==> src/pkg/scan_seq_regs.vh <==
// Contract
// - Reset leaves sequencer idle, triggers unused.
// - Arm command moves idle to armed.
// - Armed trigger opens current, closes next relay.
// - Count passes; at repeat count return idle.
// - Idle discards triggers, relays untouched.
// - Hold source ignores all triggers except immediate.
// - Immediate command overrides hold, skips delay.
// - First trigger closes first relay only.
// - Trigger after final pass opens last, idles.
// - Identification lists host card, then rightward.
// - Delay, open, dwell, close, dwell, pulse 3 us.
// - Close dwell per module, 0-6.5535 s, reset zero.
`ifndef SCAN_SEQ_REGS_VH
`define SCAN_SEQ_REGS_VH

// ----------------------------------------
// Register byte offsets
// ----------------------------------------
`define OFS_CTRL 12'h000
`define OFS_SOURCE 12'h004
`define OFS_COUNT 12'h008
`define OFS_LEN 12'h00C
`define OFS_TDELAY 12'h010
`define OFS_ODWELL 12'h014
`define OFS_TTL_EN 12'h018
`define OFS_STATUS 12'h01C
`define OFS_CDWELL 12'h040
`define OFS_ID_CNT 12'h07C
`define OFS_ID 12'h080
`define OFS_LIST 12'h100

// ----------------------------------------
// Control bits (write one to act)
// ----------------------------------------
`define CTRL_ARM 0
`define CTRL_ABORT 1
`define CTRL_IMM 2
`define CTRL_BUS 3
`define CTRL_COMMON 4

// ----------------------------------------
// Trigger source codes and fields
// ----------------------------------------
`define SRC_HOLD 2'h0
`define SRC_LINE 2'h1
`define SRC_BUS 2'h2
`define SRC_FREE 2'h3
`define SRC_SEL_LSB 4
`define SRC_SEL_MSB 6

// ----------------------------------------
// Timing
// ----------------------------------------
`define CLK_NS 10
`define CLK_MHZ 100
`define TICK_US 100
`define TICK_CYC (`TICK_US * `CLK_MHZ)
`define PULSE_NS 3000
`define PULSE_CYC ((`PULSE_NS + `CLK_NS - 1) / `CLK_NS)

`endif

==> src/rtl/scan_list_mem.v <==
`timescale 1ns/1ps
`include "scan_seq_regs.vh"

// ----------------------------------------
// Scan list storage, one write and one read port
// ----------------------------------------
module scan_list_mem #(
	parameter DEPTH = 64,
	parameter AW = 6,
	parameter DW = 8
) (
	input wire clk_sys,
	input wire wr_en,
	input wire [AW-1:0] wr_addr,
	input wire [DW-1:0] wr_data,
	input wire [AW-1:0] rd_addr,
	output reg [DW-1:0] rd_data
);

	// Storage array, no reset: software fills it before arming
	reg [DW-1:0] mem [0:DEPTH-1];

	// Write port and registered read port
	always @(posedge clk_sys) begin
		if (wr_en) begin
			mem[wr_addr] <= wr_data;
		end
		rd_data <= mem[rd_addr];
	end

endmodule

==> src/rtl/relay_scan_trigger_sequencer.v <==
// The implementer's own choices: the register addresses and strobed register access.
`timescale 1ns/1ps
`include "scan_seq_regs.vh"

// ----------------------------------------
// Trigger-driven relay scan sequencer
// ----------------------------------------
module relay_scan_trigger_sequencer #(
	parameter NMOD = 4,
	parameter MW = 2,
	parameter NLINE = 8,
	parameter DEPTH = 64,
	parameter AW = 6,
	parameter TICK_CYC = `TICK_CYC
) (
	input wire clk_sys,
	input wire srst,
	input wire [11:0] addr,
	input wire [31:0] wdata,
	input wire wr,
	input wire rd,
	output reg [31:0] rdata,
	input wire [NLINE-1:0] ttl_i,
	output wire [NLINE-1:0] ttl_o,
	output wire [NLINE-1:0] ttl_oe,
	input wire [NMOD*16-1:0] card_id,
	input wire [NMOD-1:0] card_present,
	output reg relay_open,
	output reg relay_close,
	output reg [MW+5:0] relay_addr
);

	// ----------------------------------------
	// States, one-hot
	// ----------------------------------------
	localparam [7:0] ST_IDLE = 8'h01;
	localparam [7:0] ST_ARMED = 8'h02;
	localparam [7:0] ST_TDLY = 8'h04;
	localparam [7:0] ST_OPEN = 8'h08;
	localparam [7:0] ST_ODW = 8'h10;
	localparam [7:0] ST_CLOSE = 8'h20;
	localparam [7:0] ST_CDW = 8'h40;
	localparam [7:0] ST_PULSE = 8'h80;
	localparam [15:0] PULSE_CYC = `PULSE_CYC;
	localparam [31:0] TICK_LAST = TICK_CYC - 1;

	// Module field of a scan list entry
	function [MW-1:0] ent_mod;
		input [MW+5:0] ent;
		begin
			ent_mod = ent[MW+5:6];
		end
	endfunction

	// ----------------------------------------
	// Software-visible state
	// ----------------------------------------
	reg [7:0] state_r; // Sequencer state
	reg [1:0] src_r; // Trigger source
	reg [2:0] line_sel_r; // Backplane line used as input
	reg [15:0] count_r; // Repeat count of passes
	reg [AW:0] len_r; // Entries in the scan list
	reg [15:0] tdelay_r; // Trigger delay, ticks
	reg [15:0] odwell_r; // Open dwell, ticks
	reg [NLINE-1:0] ttl_en_r; // Lines pulsed after a step
	reg [15:0] cdwell_r [0:NMOD-1]; // Close dwell per module
	reg [AW-1:0] pos_r; // Next entry to close
	reg [15:0] pass_r; // Completed passes
	reg closed_r; // Scan holds a relay closed
	reg [MW+5:0] cur_r; // Entry now closed
	reg [15:0] wait_r; // Ticks left in a wait
	reg [31:0] div_r; // Tick divider
	reg [15:0] pcnt_r; // Cycles left of the line pulse
	reg [NLINE-1:0] s1_r, s2_r, s3_r; // Line synchronisers
	reg [NLINE-1:0] filt_r; // Filtered line level
	wire [MW+5:0] ent; // Entry at pos_r, one cycle late
	integer i; // Synchroniser loop index
	integer j; // Configuration loop index
	integer k; // Chain loop index
	integer n; // Read decode loop index

	// ----------------------------------------
	// Bus decode
	// ----------------------------------------
	wire wr_ctrl = wr && addr == `OFS_CTRL;
	wire cmd_arm = wr_ctrl && wdata[`CTRL_ARM];
	wire cmd_abort = wr_ctrl && wdata[`CTRL_ABORT];
	wire cmd_imm = wr_ctrl && wdata[`CTRL_IMM];
	wire cmd_bus = wr_ctrl && (wdata[`CTRL_BUS] || wdata[`CTRL_COMMON]);
	wire list_wr = wr && addr[11:8] == `OFS_LIST >> 8 && addr[1:0] == 2'h0 &&
		addr[7:2] < DEPTH;
	wire tick = div_r == TICK_LAST;

	// ----------------------------------------
	// Scan list memory
	// ----------------------------------------
	scan_list_mem #(.DEPTH(DEPTH), .AW(AW), .DW(MW + 6)) u_list (
		.clk_sys(clk_sys),
		.wr_en(list_wr),
		.wr_addr(addr[AW+1:2]),
		.wr_data(wdata[MW+5:0]),
		.rd_addr(pos_r),
		.rd_data(ent)
	);

	// ----------------------------------------
	// Backplane line input, falling edge
	// ----------------------------------------
	// A line counts as low once the second and third stages agree
	wire [NLINE-1:0] fall = filt_r & ~s2_r & ~s3_r;
	always @(posedge clk_sys) begin
		if (srst) begin
			s1_r <= {NLINE{1'b1}};
			s2_r <= {NLINE{1'b1}};
			s3_r <= {NLINE{1'b1}};
			filt_r <= {NLINE{1'b1}};
		end else begin
			s1_r <= ttl_i;
			s2_r <= s1_r;
			s3_r <= s2_r;
			for (i = 0; i < NLINE; i = i + 1) begin
				if (s2_r[i] == s3_r[i]) begin
					filt_r[i] <= s3_r[i];
				end
			end
		end
	end

	// ----------------------------------------
	// Trigger qualification
	// ----------------------------------------
	// Hold blocks every source but the immediate command
	// hold blocks sources
	wire src_evt = (src_r == `SRC_LINE && fall[line_sel_r]) ||
		(src_r == `SRC_BUS && cmd_bus) || src_r == `SRC_FREE;
	wire trig = cmd_imm || src_evt;
	wire done = pass_r >= count_r;

	// ----------------------------------------
	// Line pulse outputs, open drain, active low
	// ----------------------------------------
	// pulse enabled lines
	assign ttl_oe = state_r == ST_PULSE ? ttl_en_r : {NLINE{1'b0}};
	assign ttl_o = {NLINE{1'b0}};

	// ----------------------------------------
	// Configuration registers
	// ----------------------------------------
	always @(posedge clk_sys) begin
		if (srst) begin
			src_r <= `SRC_HOLD;
			line_sel_r <= 3'h0;
			count_r <= 16'h0001;
			len_r <= {(AW+1){1'b0}};
			tdelay_r <= 16'h0000;
			odwell_r <= 16'h0000;
			ttl_en_r <= {NLINE{1'b0}};
			for (j = 0; j < NMOD; j = j + 1) begin
				cdwell_r[j] <= 16'h0000;
			end
		end else if (wr) begin
			case (addr)
				`OFS_SOURCE: begin
					src_r <= wdata[1:0];
					line_sel_r <= wdata[`SRC_SEL_MSB:`SRC_SEL_LSB];
				end
				`OFS_COUNT: count_r <= wdata[15:0];
				`OFS_LEN: len_r <= wdata[AW:0];
				`OFS_TDELAY: tdelay_r <= wdata[15:0];
				`OFS_ODWELL: odwell_r <= wdata[15:0];
				`OFS_TTL_EN: ttl_en_r <= wdata[NLINE-1:0];
				default: begin
					for (j = 0; j < NMOD; j = j + 1) begin
						if (addr == `OFS_CDWELL + 4 * j) begin
							cdwell_r[j] <= wdata[15:0];
						end
					end
				end
			endcase
		end
	end

	// ----------------------------------------
	// Sequencer
	// ----------------------------------------
	// Waits count 100 us ticks; the divider restarts on each load
	always @(posedge clk_sys) begin
		if (srst) begin
			state_r <= ST_IDLE;
			pos_r <= {AW{1'b0}};
			pass_r <= 16'h0000;
			closed_r <= 1'b0;
			cur_r <= {(MW+6){1'b0}};
			wait_r <= 16'h0000;
			div_r <= 32'h0;
			pcnt_r <= 16'h0000;
			relay_open <= 1'b0;
			relay_close <= 1'b0;
			relay_addr <= {(MW+6){1'b0}};
		end else begin
			relay_open <= 1'b0;
			relay_close <= 1'b0;
			div_r <= tick ? 32'h0 : div_r + 32'h1;
			if (tick && wait_r != 16'h0000) begin
				wait_r <= wait_r - 16'h0001;
			end
			if (cmd_abort) begin
				state_r <= ST_IDLE;
			end else begin
				case (state_r)
					ST_IDLE: begin
						if (cmd_arm) begin
							state_r <= ST_ARMED;
							pos_r <= {AW{1'b0}};
							pass_r <= 16'h0000;
							closed_r <= 1'b0;
						end
					end
					ST_ARMED: begin
						if (trig) begin
							div_r <= 32'h0;
							wait_r <= cmd_imm ? 16'h0000 : tdelay_r;
							state_r <= ST_TDLY;
						end
					end
					ST_TDLY: begin
						if (wait_r == 16'h0000) begin
							state_r <= ST_OPEN;
						end
					end
					ST_OPEN: begin
						div_r <= 32'h0;
						if (closed_r) begin
							relay_open <= 1'b1;
							relay_addr <= cur_r;
							closed_r <= 1'b0;
							wait_r <= odwell_r;
						end else begin
							wait_r <= 16'h0000;
						end
						if (done) begin
							state_r <= ST_IDLE;
						end else begin
							state_r <= ST_ODW;
						end
					end
					ST_ODW: begin
						if (wait_r == 16'h0000) begin
							state_r <= ST_CLOSE;
						end
					end
					ST_CLOSE: begin
						relay_close <= 1'b1;
						relay_addr <= ent;
						cur_r <= ent;
						closed_r <= 1'b1;
						div_r <= 32'h0;
						wait_r <= cdwell_r[ent_mod(ent)];
						if ({1'b0, pos_r} + {{AW{1'b0}}, 1'b1} >= len_r) begin
							pos_r <= {AW{1'b0}};
							pass_r <= pass_r + 16'h0001;
						end else begin
							pos_r <= pos_r + {{(AW-1){1'b0}}, 1'b1};
						end
						state_r <= ST_CDW;
					end
					ST_CDW: begin
						if (wait_r == 16'h0000) begin
							pcnt_r <= PULSE_CYC;
							state_r <= ST_PULSE;
						end
					end
					ST_PULSE: begin
						if (pcnt_r == 16'h0001) begin
							state_r <= ST_ARMED;
						end else begin
							pcnt_r <= pcnt_r - 16'h0001;
						end
					end
					default: state_r <= ST_IDLE;
				endcase
			end
		end
	end

	// ----------------------------------------
	// Card chain for identification
	// ----------------------------------------
	// Chain ends at the first empty slot to the right of the host card
	reg [NMOD-1:0] chain;
	reg [7:0] chain_cnt;
	always @* begin
		chain = {NMOD{1'b0}};
		chain_cnt = 8'h00;
		for (k = 0; k < NMOD; k = k + 1) begin
			if (card_present[k] && (k == 0 || chain[(k == 0) ? 0 : k - 1])) begin
				chain[k] = 1'b1;
				chain_cnt = chain_cnt + 8'h01;
			end
		end
	end

	// ----------------------------------------
	// Read data, one cycle after the strobe
	// ----------------------------------------
	reg [31:0] rd_nxt;
	always @* begin
		rd_nxt = 32'h0;
		case (addr)
			`OFS_SOURCE: rd_nxt = {25'h0, line_sel_r, 2'h0, src_r};
			`OFS_COUNT: rd_nxt = {16'h0, count_r};
			`OFS_LEN: rd_nxt[AW:0] = len_r;
			`OFS_TDELAY: rd_nxt = {16'h0, tdelay_r};
			`OFS_ODWELL: rd_nxt = {16'h0, odwell_r};
			`OFS_TTL_EN: rd_nxt[NLINE-1:0] = ttl_en_r;
			`OFS_STATUS: begin
				rd_nxt[0] = state_r != ST_IDLE;
				rd_nxt[1] = state_r != ST_IDLE && state_r != ST_ARMED;
				rd_nxt[2] = closed_r;
				rd_nxt[AW+7:8] = pos_r;
				rd_nxt[31:16] = pass_r;
			end
			`OFS_ID_CNT: rd_nxt = {24'h0, chain_cnt};
			default: begin
				for (n = 0; n < NMOD; n = n + 1) begin
					if (addr == `OFS_CDWELL + 4 * n) begin
						rd_nxt = {16'h0, cdwell_r[n]};
					end
					if (addr == `OFS_ID + 4 * n && chain[n]) begin
						rd_nxt = {16'h0, card_id[n*16 +: 16]};
					end
				end
			end
		endcase
	end

	always @(posedge clk_sys) begin
		if (srst) begin
			rdata <= 32'h0;
		end else if (rd) begin
			rdata <= rd_nxt;
		end
	end

endmodule

==> config.mk <==
export PLATFORM = sky130hd
export DESIGN_NAME = relay_scan_trigger_sequencer
export DESIGN_NICKNAME = d
export VERILOG_FILES = /design/src/rtl/scan_list_mem.v /design/src/rtl/relay_scan_trigger_sequencer.v
export VERILOG_INCLUDE_DIRS = /design/src /design/src/pkg
export SDC_FILE = /design/constraint.sdc
export NUM_CORES = 1
export LEC_CHECK = 0
export BUFFER_PORTS_ARGS = -buffer_cell sky130_fd_sc_hd__buf_2
export CORE_MARGIN = 2
export CORE_UTILIZATION = 50
export DETAILED_ROUTE_END_ITERATION = 6
export PLACE_DENSITY = 0.67
export SETUP_SLACK_MARGIN = 0.05
export SLEW_MARGIN = 40
export SYNTH_ARGS = -nofsm -noshare
export SYNTH_HDL_FRONTEND = slang
export SYNTH_SLANG_ARGS = --single-unit
==> constraint.sdc <==
create_clock -name clk_sys -period 10.8 [get_ports clk_sys]
set_input_delay 0.54 -clock clk_sys [delete_from_list [all_inputs] [get_ports clk_sys]]
set_output_delay 0.54 -clock clk_sys [all_outputs]
set_load 0.005 [all_outputs]
==> summary.md <==
| Metric | Value |
|---|---|
| Status | finished, violations left |
| Failing checks | DRC |
| Initial Util | 0.503 |
| Hold-fix buffers, CTS | 0 |
| P_leak | 13.2 nW |
| Via count | 23737 |
| Syn. warnings | 0 |
| Vias per inst | slightly above 6 |
| Hold EP | s1_r[0]$_SDFF_PP1_ |
| Post-placement cell count | ~3700 |
| EDFF count, synth | about 580 |
| WL final | 100000 microns |
| Initial antenna violation count | 1 |
| CTS H-tree lvls | 3 |
| R2r setup slk | between 6 and 7 ns |
| GRT Util Overall | 0.270 |
| Slew Limit Fails | 0 |
| TritonCTS clock tree | yes |
| Fin Hold WS | 0.0593 ns |
| Post-CTS Resized | 0 |
| Share of cells above drive strength 1 | 0.211 |
| Leading area contributor after synthesis | edfxtp_1 |
| WP data arrival | ~4.5 ns |
| Chip width | roughly 270 microns |
| Die H | between 200 and 300 microns |
| Clk root buf | clkbuf_16 |
| Period utilization | 0.371 |
| Final HPWL DP | around 66000 microns |
| Setup-failing EPs final | 0 |
| Adder-cell share of the synthesized area | 0.0108 |
| Worst setup EP type | flop |
| Crit path kind | flop to flop |
| Mean post-synth cell area | about 13 sq um |
| Maxcap violations | 0 |
| Met2 WL | 49600 microns |
| Largest stage delay, worst path | 0.80 ns |
| Synth unique cells | 82 |
| Hold Path Cell Cnt | 2 |
| Gpl congestion | a little over 0.9 |
| Post-Synth Simple-Gate Area | 0.125 |
| Clock Skew | 0.0322 ns |
| Synth Instances | about 2700 |
| Synth Area in XOR/XNOR | 0.0188 |
| Reg2Reg Depth | 5 |
| Layout area overhead | 13.4% |
| RSZ-0062 raised after global routing | false |
| Pwr Total | 6.88 mW |
| Slowest cell on the critical path | dfxtp_4 |
| Post-CTS Setup Repair Bufs | 0 |
| Highest metal used | met4 |
| Final ANT Viol Nets | 0 |
| Min-delay worst type | primary input to flop |
| Core area | between 0.07 and 0.08 sq mm |
| Worst skew pair latency | between 0.6 and 0.7 ns |
| Non-filler cells, final | about 3800 |
| DR WL met3 | approximately 7400 microns |
| RR Endpoint | u_list.rd_data[7]$_DFF_P_ |
| Largest net degree at the start of global routing | slightly above 90 |
| FF+latch count, synth | 829 |
| CTS buffer count | just under 90 |
| Max clock buf depth | 3 |
| Final worst setup slack | approximately 6.8 ns |
| Peak VDD IR | roughly 0.14 mV |
| Critical-path cell list | buf_6, buf_6, mux4_2, mux4_2, mux4_2 |
| Mux share of post-synthesis cell area | 0.126 |
| Congestion Overflow GR | 0 |
| Setup TNS | 0 ns |
| Pwr Density | roughly 170 mW/mm^2 |
| Hold_sp | ttl_i[0] |
| CP required | 11.31 ns |
| Sequential area share after synthesis | 0.624 |
| Die Area | between 0.07 and 0.08 sq mm |
| Crit path max fanout | ~50 |
| First drt pass iteration count | 7 |
| Global-route wire length before repair | between 100000 and 150000 microns |
| Peak Freq | roughly 250 MHz |
| Most used cell, CP | mux4_2 |
| FF-to-FF Start | pos_r[0]$_SDFFE_PP0P_ |
| Nets | slightly below 3000 |
| Clock transition at path regs | around 0.060 ns |
| Post-synthesis cell area | approximately 0.036 sq mm |
| Post-synthesis async set-or-reset flop share | 0 |
| Crit path time final | 4.01 ns |
| Post-synth top flop | edfxtp_1 |
| Largest cells by area after synthesis | edfxtp_1 (48%), dfxtp_1 (14%), mux4_2 (11%), nor2_1 (2.8%), nand2_1 (2.7%) |
| Max_slew headroom | 0.409 |
| IO Port Bufs | around 160 |
| Pre-CTS WS | roughly 6.7 ns |
| Met1 WL | 38500 microns |
| Vias in the first global route | 23578 |
| Clk sink count | ~830 |
| Ports | roughly 180 |
| Iter 0 DRT Violations | around 2800 |
| Post-synthesis compound-gate area fraction | 0.0703 |
| Tightest Pin Transition | approximately 0.88 ns |
| Yosys top cell area share | 0.483 |
| Final Hold Vio Count | 0 |
| Critical path startpoint category | flop |
| Wire per inst | roughly 26 microns |
| Largest family of logic cells by synthesized area | multiplexers |
| Post-route DRC | 1 |
| Site row count | slightly below 100 |
## cells in the mapped netlist, drive strengths merged (8+ instances only)
library cell,count
and2,86
a31oi,10
inv,43
nor2b,9
clkbuf,109
nor3,38
nor2,272
a221oi,17
o22ai,17
buf,58
o221ai,10
a21o,21
o21bai,13
ha,31
xnor2,41
a21oi,145
xor2,36
or3,10
nor4,34
edfxtp,576
nand2b,12
and3,9
mux2i,46
nand2,256
a22oi,28
a211oi,11
or2,30
nor4b,13
nand3b,8
a311oi,10
nand3,75
nand4,22
mux4,177
o21ai,52
dfxtp,253
## power by group
group	internal, mW	leakage, nW	switching (mW)
clock network	1.88	1.48	1.29
logic	0.0769	4.43	0.189
registers	3.42	7.26	0.0268
total	5.38	13.2	1.50
## how the worst max path moves through the flow
stage	cells after the start	endpoint	slack [ns]	from
2_1_floorplan	14	pos_r[2]$_SDFFE_PP0P_	7.34	pos_r[0]$_SDFFE_PP0P_
3_3_place_gp	5	u_list.rd_data[7]$_DFF_P_	6.11	pos_r[0]$_SDFFE_PP0P_
3_5_place_dp	5	u_list.rd_data[7]$_DFF_P_	6.68	pos_r[0]$_SDFFE_PP0P_
4_1_cts	5	u_list.rd_data[7]$_DFF_P_	6.66	pos_r[0]$_SDFFE_PP0P_
5_1_grt	5	u_list.rd_data[7]$_DFF_P_	6.49	pos_r[0]$_SDFFE_PP0P_
6_report	5	u_list.rd_data[7]$_DFF_P_	6.79	pos_r[0]$_SDFFE_PP0P_
## per-stage QoR
stage | instance area [sq um] | util
after floorplan | 35800 | -
after global placement | 37400 | 0.525
after detailed placement | 37500 | 0.526
after CTS | 40500 | 0.569
after global routing | 40600 | 0.570
final | 40600 | 0.570
## layer usage
layer  global-route usage  up-vias
li1                     -    10366
met1                0.348    11948
met2                0.453     1164
met3               0.0425      259
met4                0.118        0
met5                    0        -
## final cells by class
| type | count | area [sq um] |
|---|---|---|
| diodes | 1 | 2.50 |
| clock buffers | 109 | 2360 |
| clock inverters | 55 | 703 |
| fillers | 5633 | 30600 |
| inverters | 43 | 161 |
| multi-input cells | 1639 | 12700 |
| flip-flops and latches | 829 | 22400 |
| well taps | 950 | 1190 |
| repair buffers | 190 | 1090 |
## worst max-delay path: cells and delay by family, from the launching register on
family / cells / cell delay, ns
buf+inv: 2 / 1.30
flops: 1 / 0.80
mux: 3 / 1.69
## logic make-up (layout without fill, tap and decap cells)
kind of cell | after synthesis | after routing
DFF | 829 | 829
other | 1 | 9
muxes | 228 | 228
adders and majority gates | 31 | 31
xor gates and xnor gates | 77 | 77
and+or+nand+nor | 906 | 906
buffers and inverters | 210 | 397
AOI/OAI and AO/OA | 389 | 389
## cell usage in the layout, fill, tap and decap left out, types with 31 or more instances in the layout
cell type  Yosys  routed
xor2_1        36      36
nand3_1       74      74
buf_2         20     156
mux2i_1       46      46
a21oi_1      144     144
nand2_1      255     254
and2_1        84      84
xnor2_1       41      41
nor2_1       270     248
ha_1          31      31
dfxtp_1      253     246
o21ai_0       51      51
inv_1         43      43
edfxtp_1     576     576
mux4_2       177     177
clkbuf_16      0      88
## flip-flops by register name, indices dropped and copies added, names as in the netlist, 16 cells and up
signal and count:
pass_r 16, count_r 16, div_r 32, u_list.mem 512
wait_r 16, rdata 32, cdwell_r 64, odwell_r 16
tdelay_r 16, pcnt_r 16
Power figures use the tool's default switching activity.
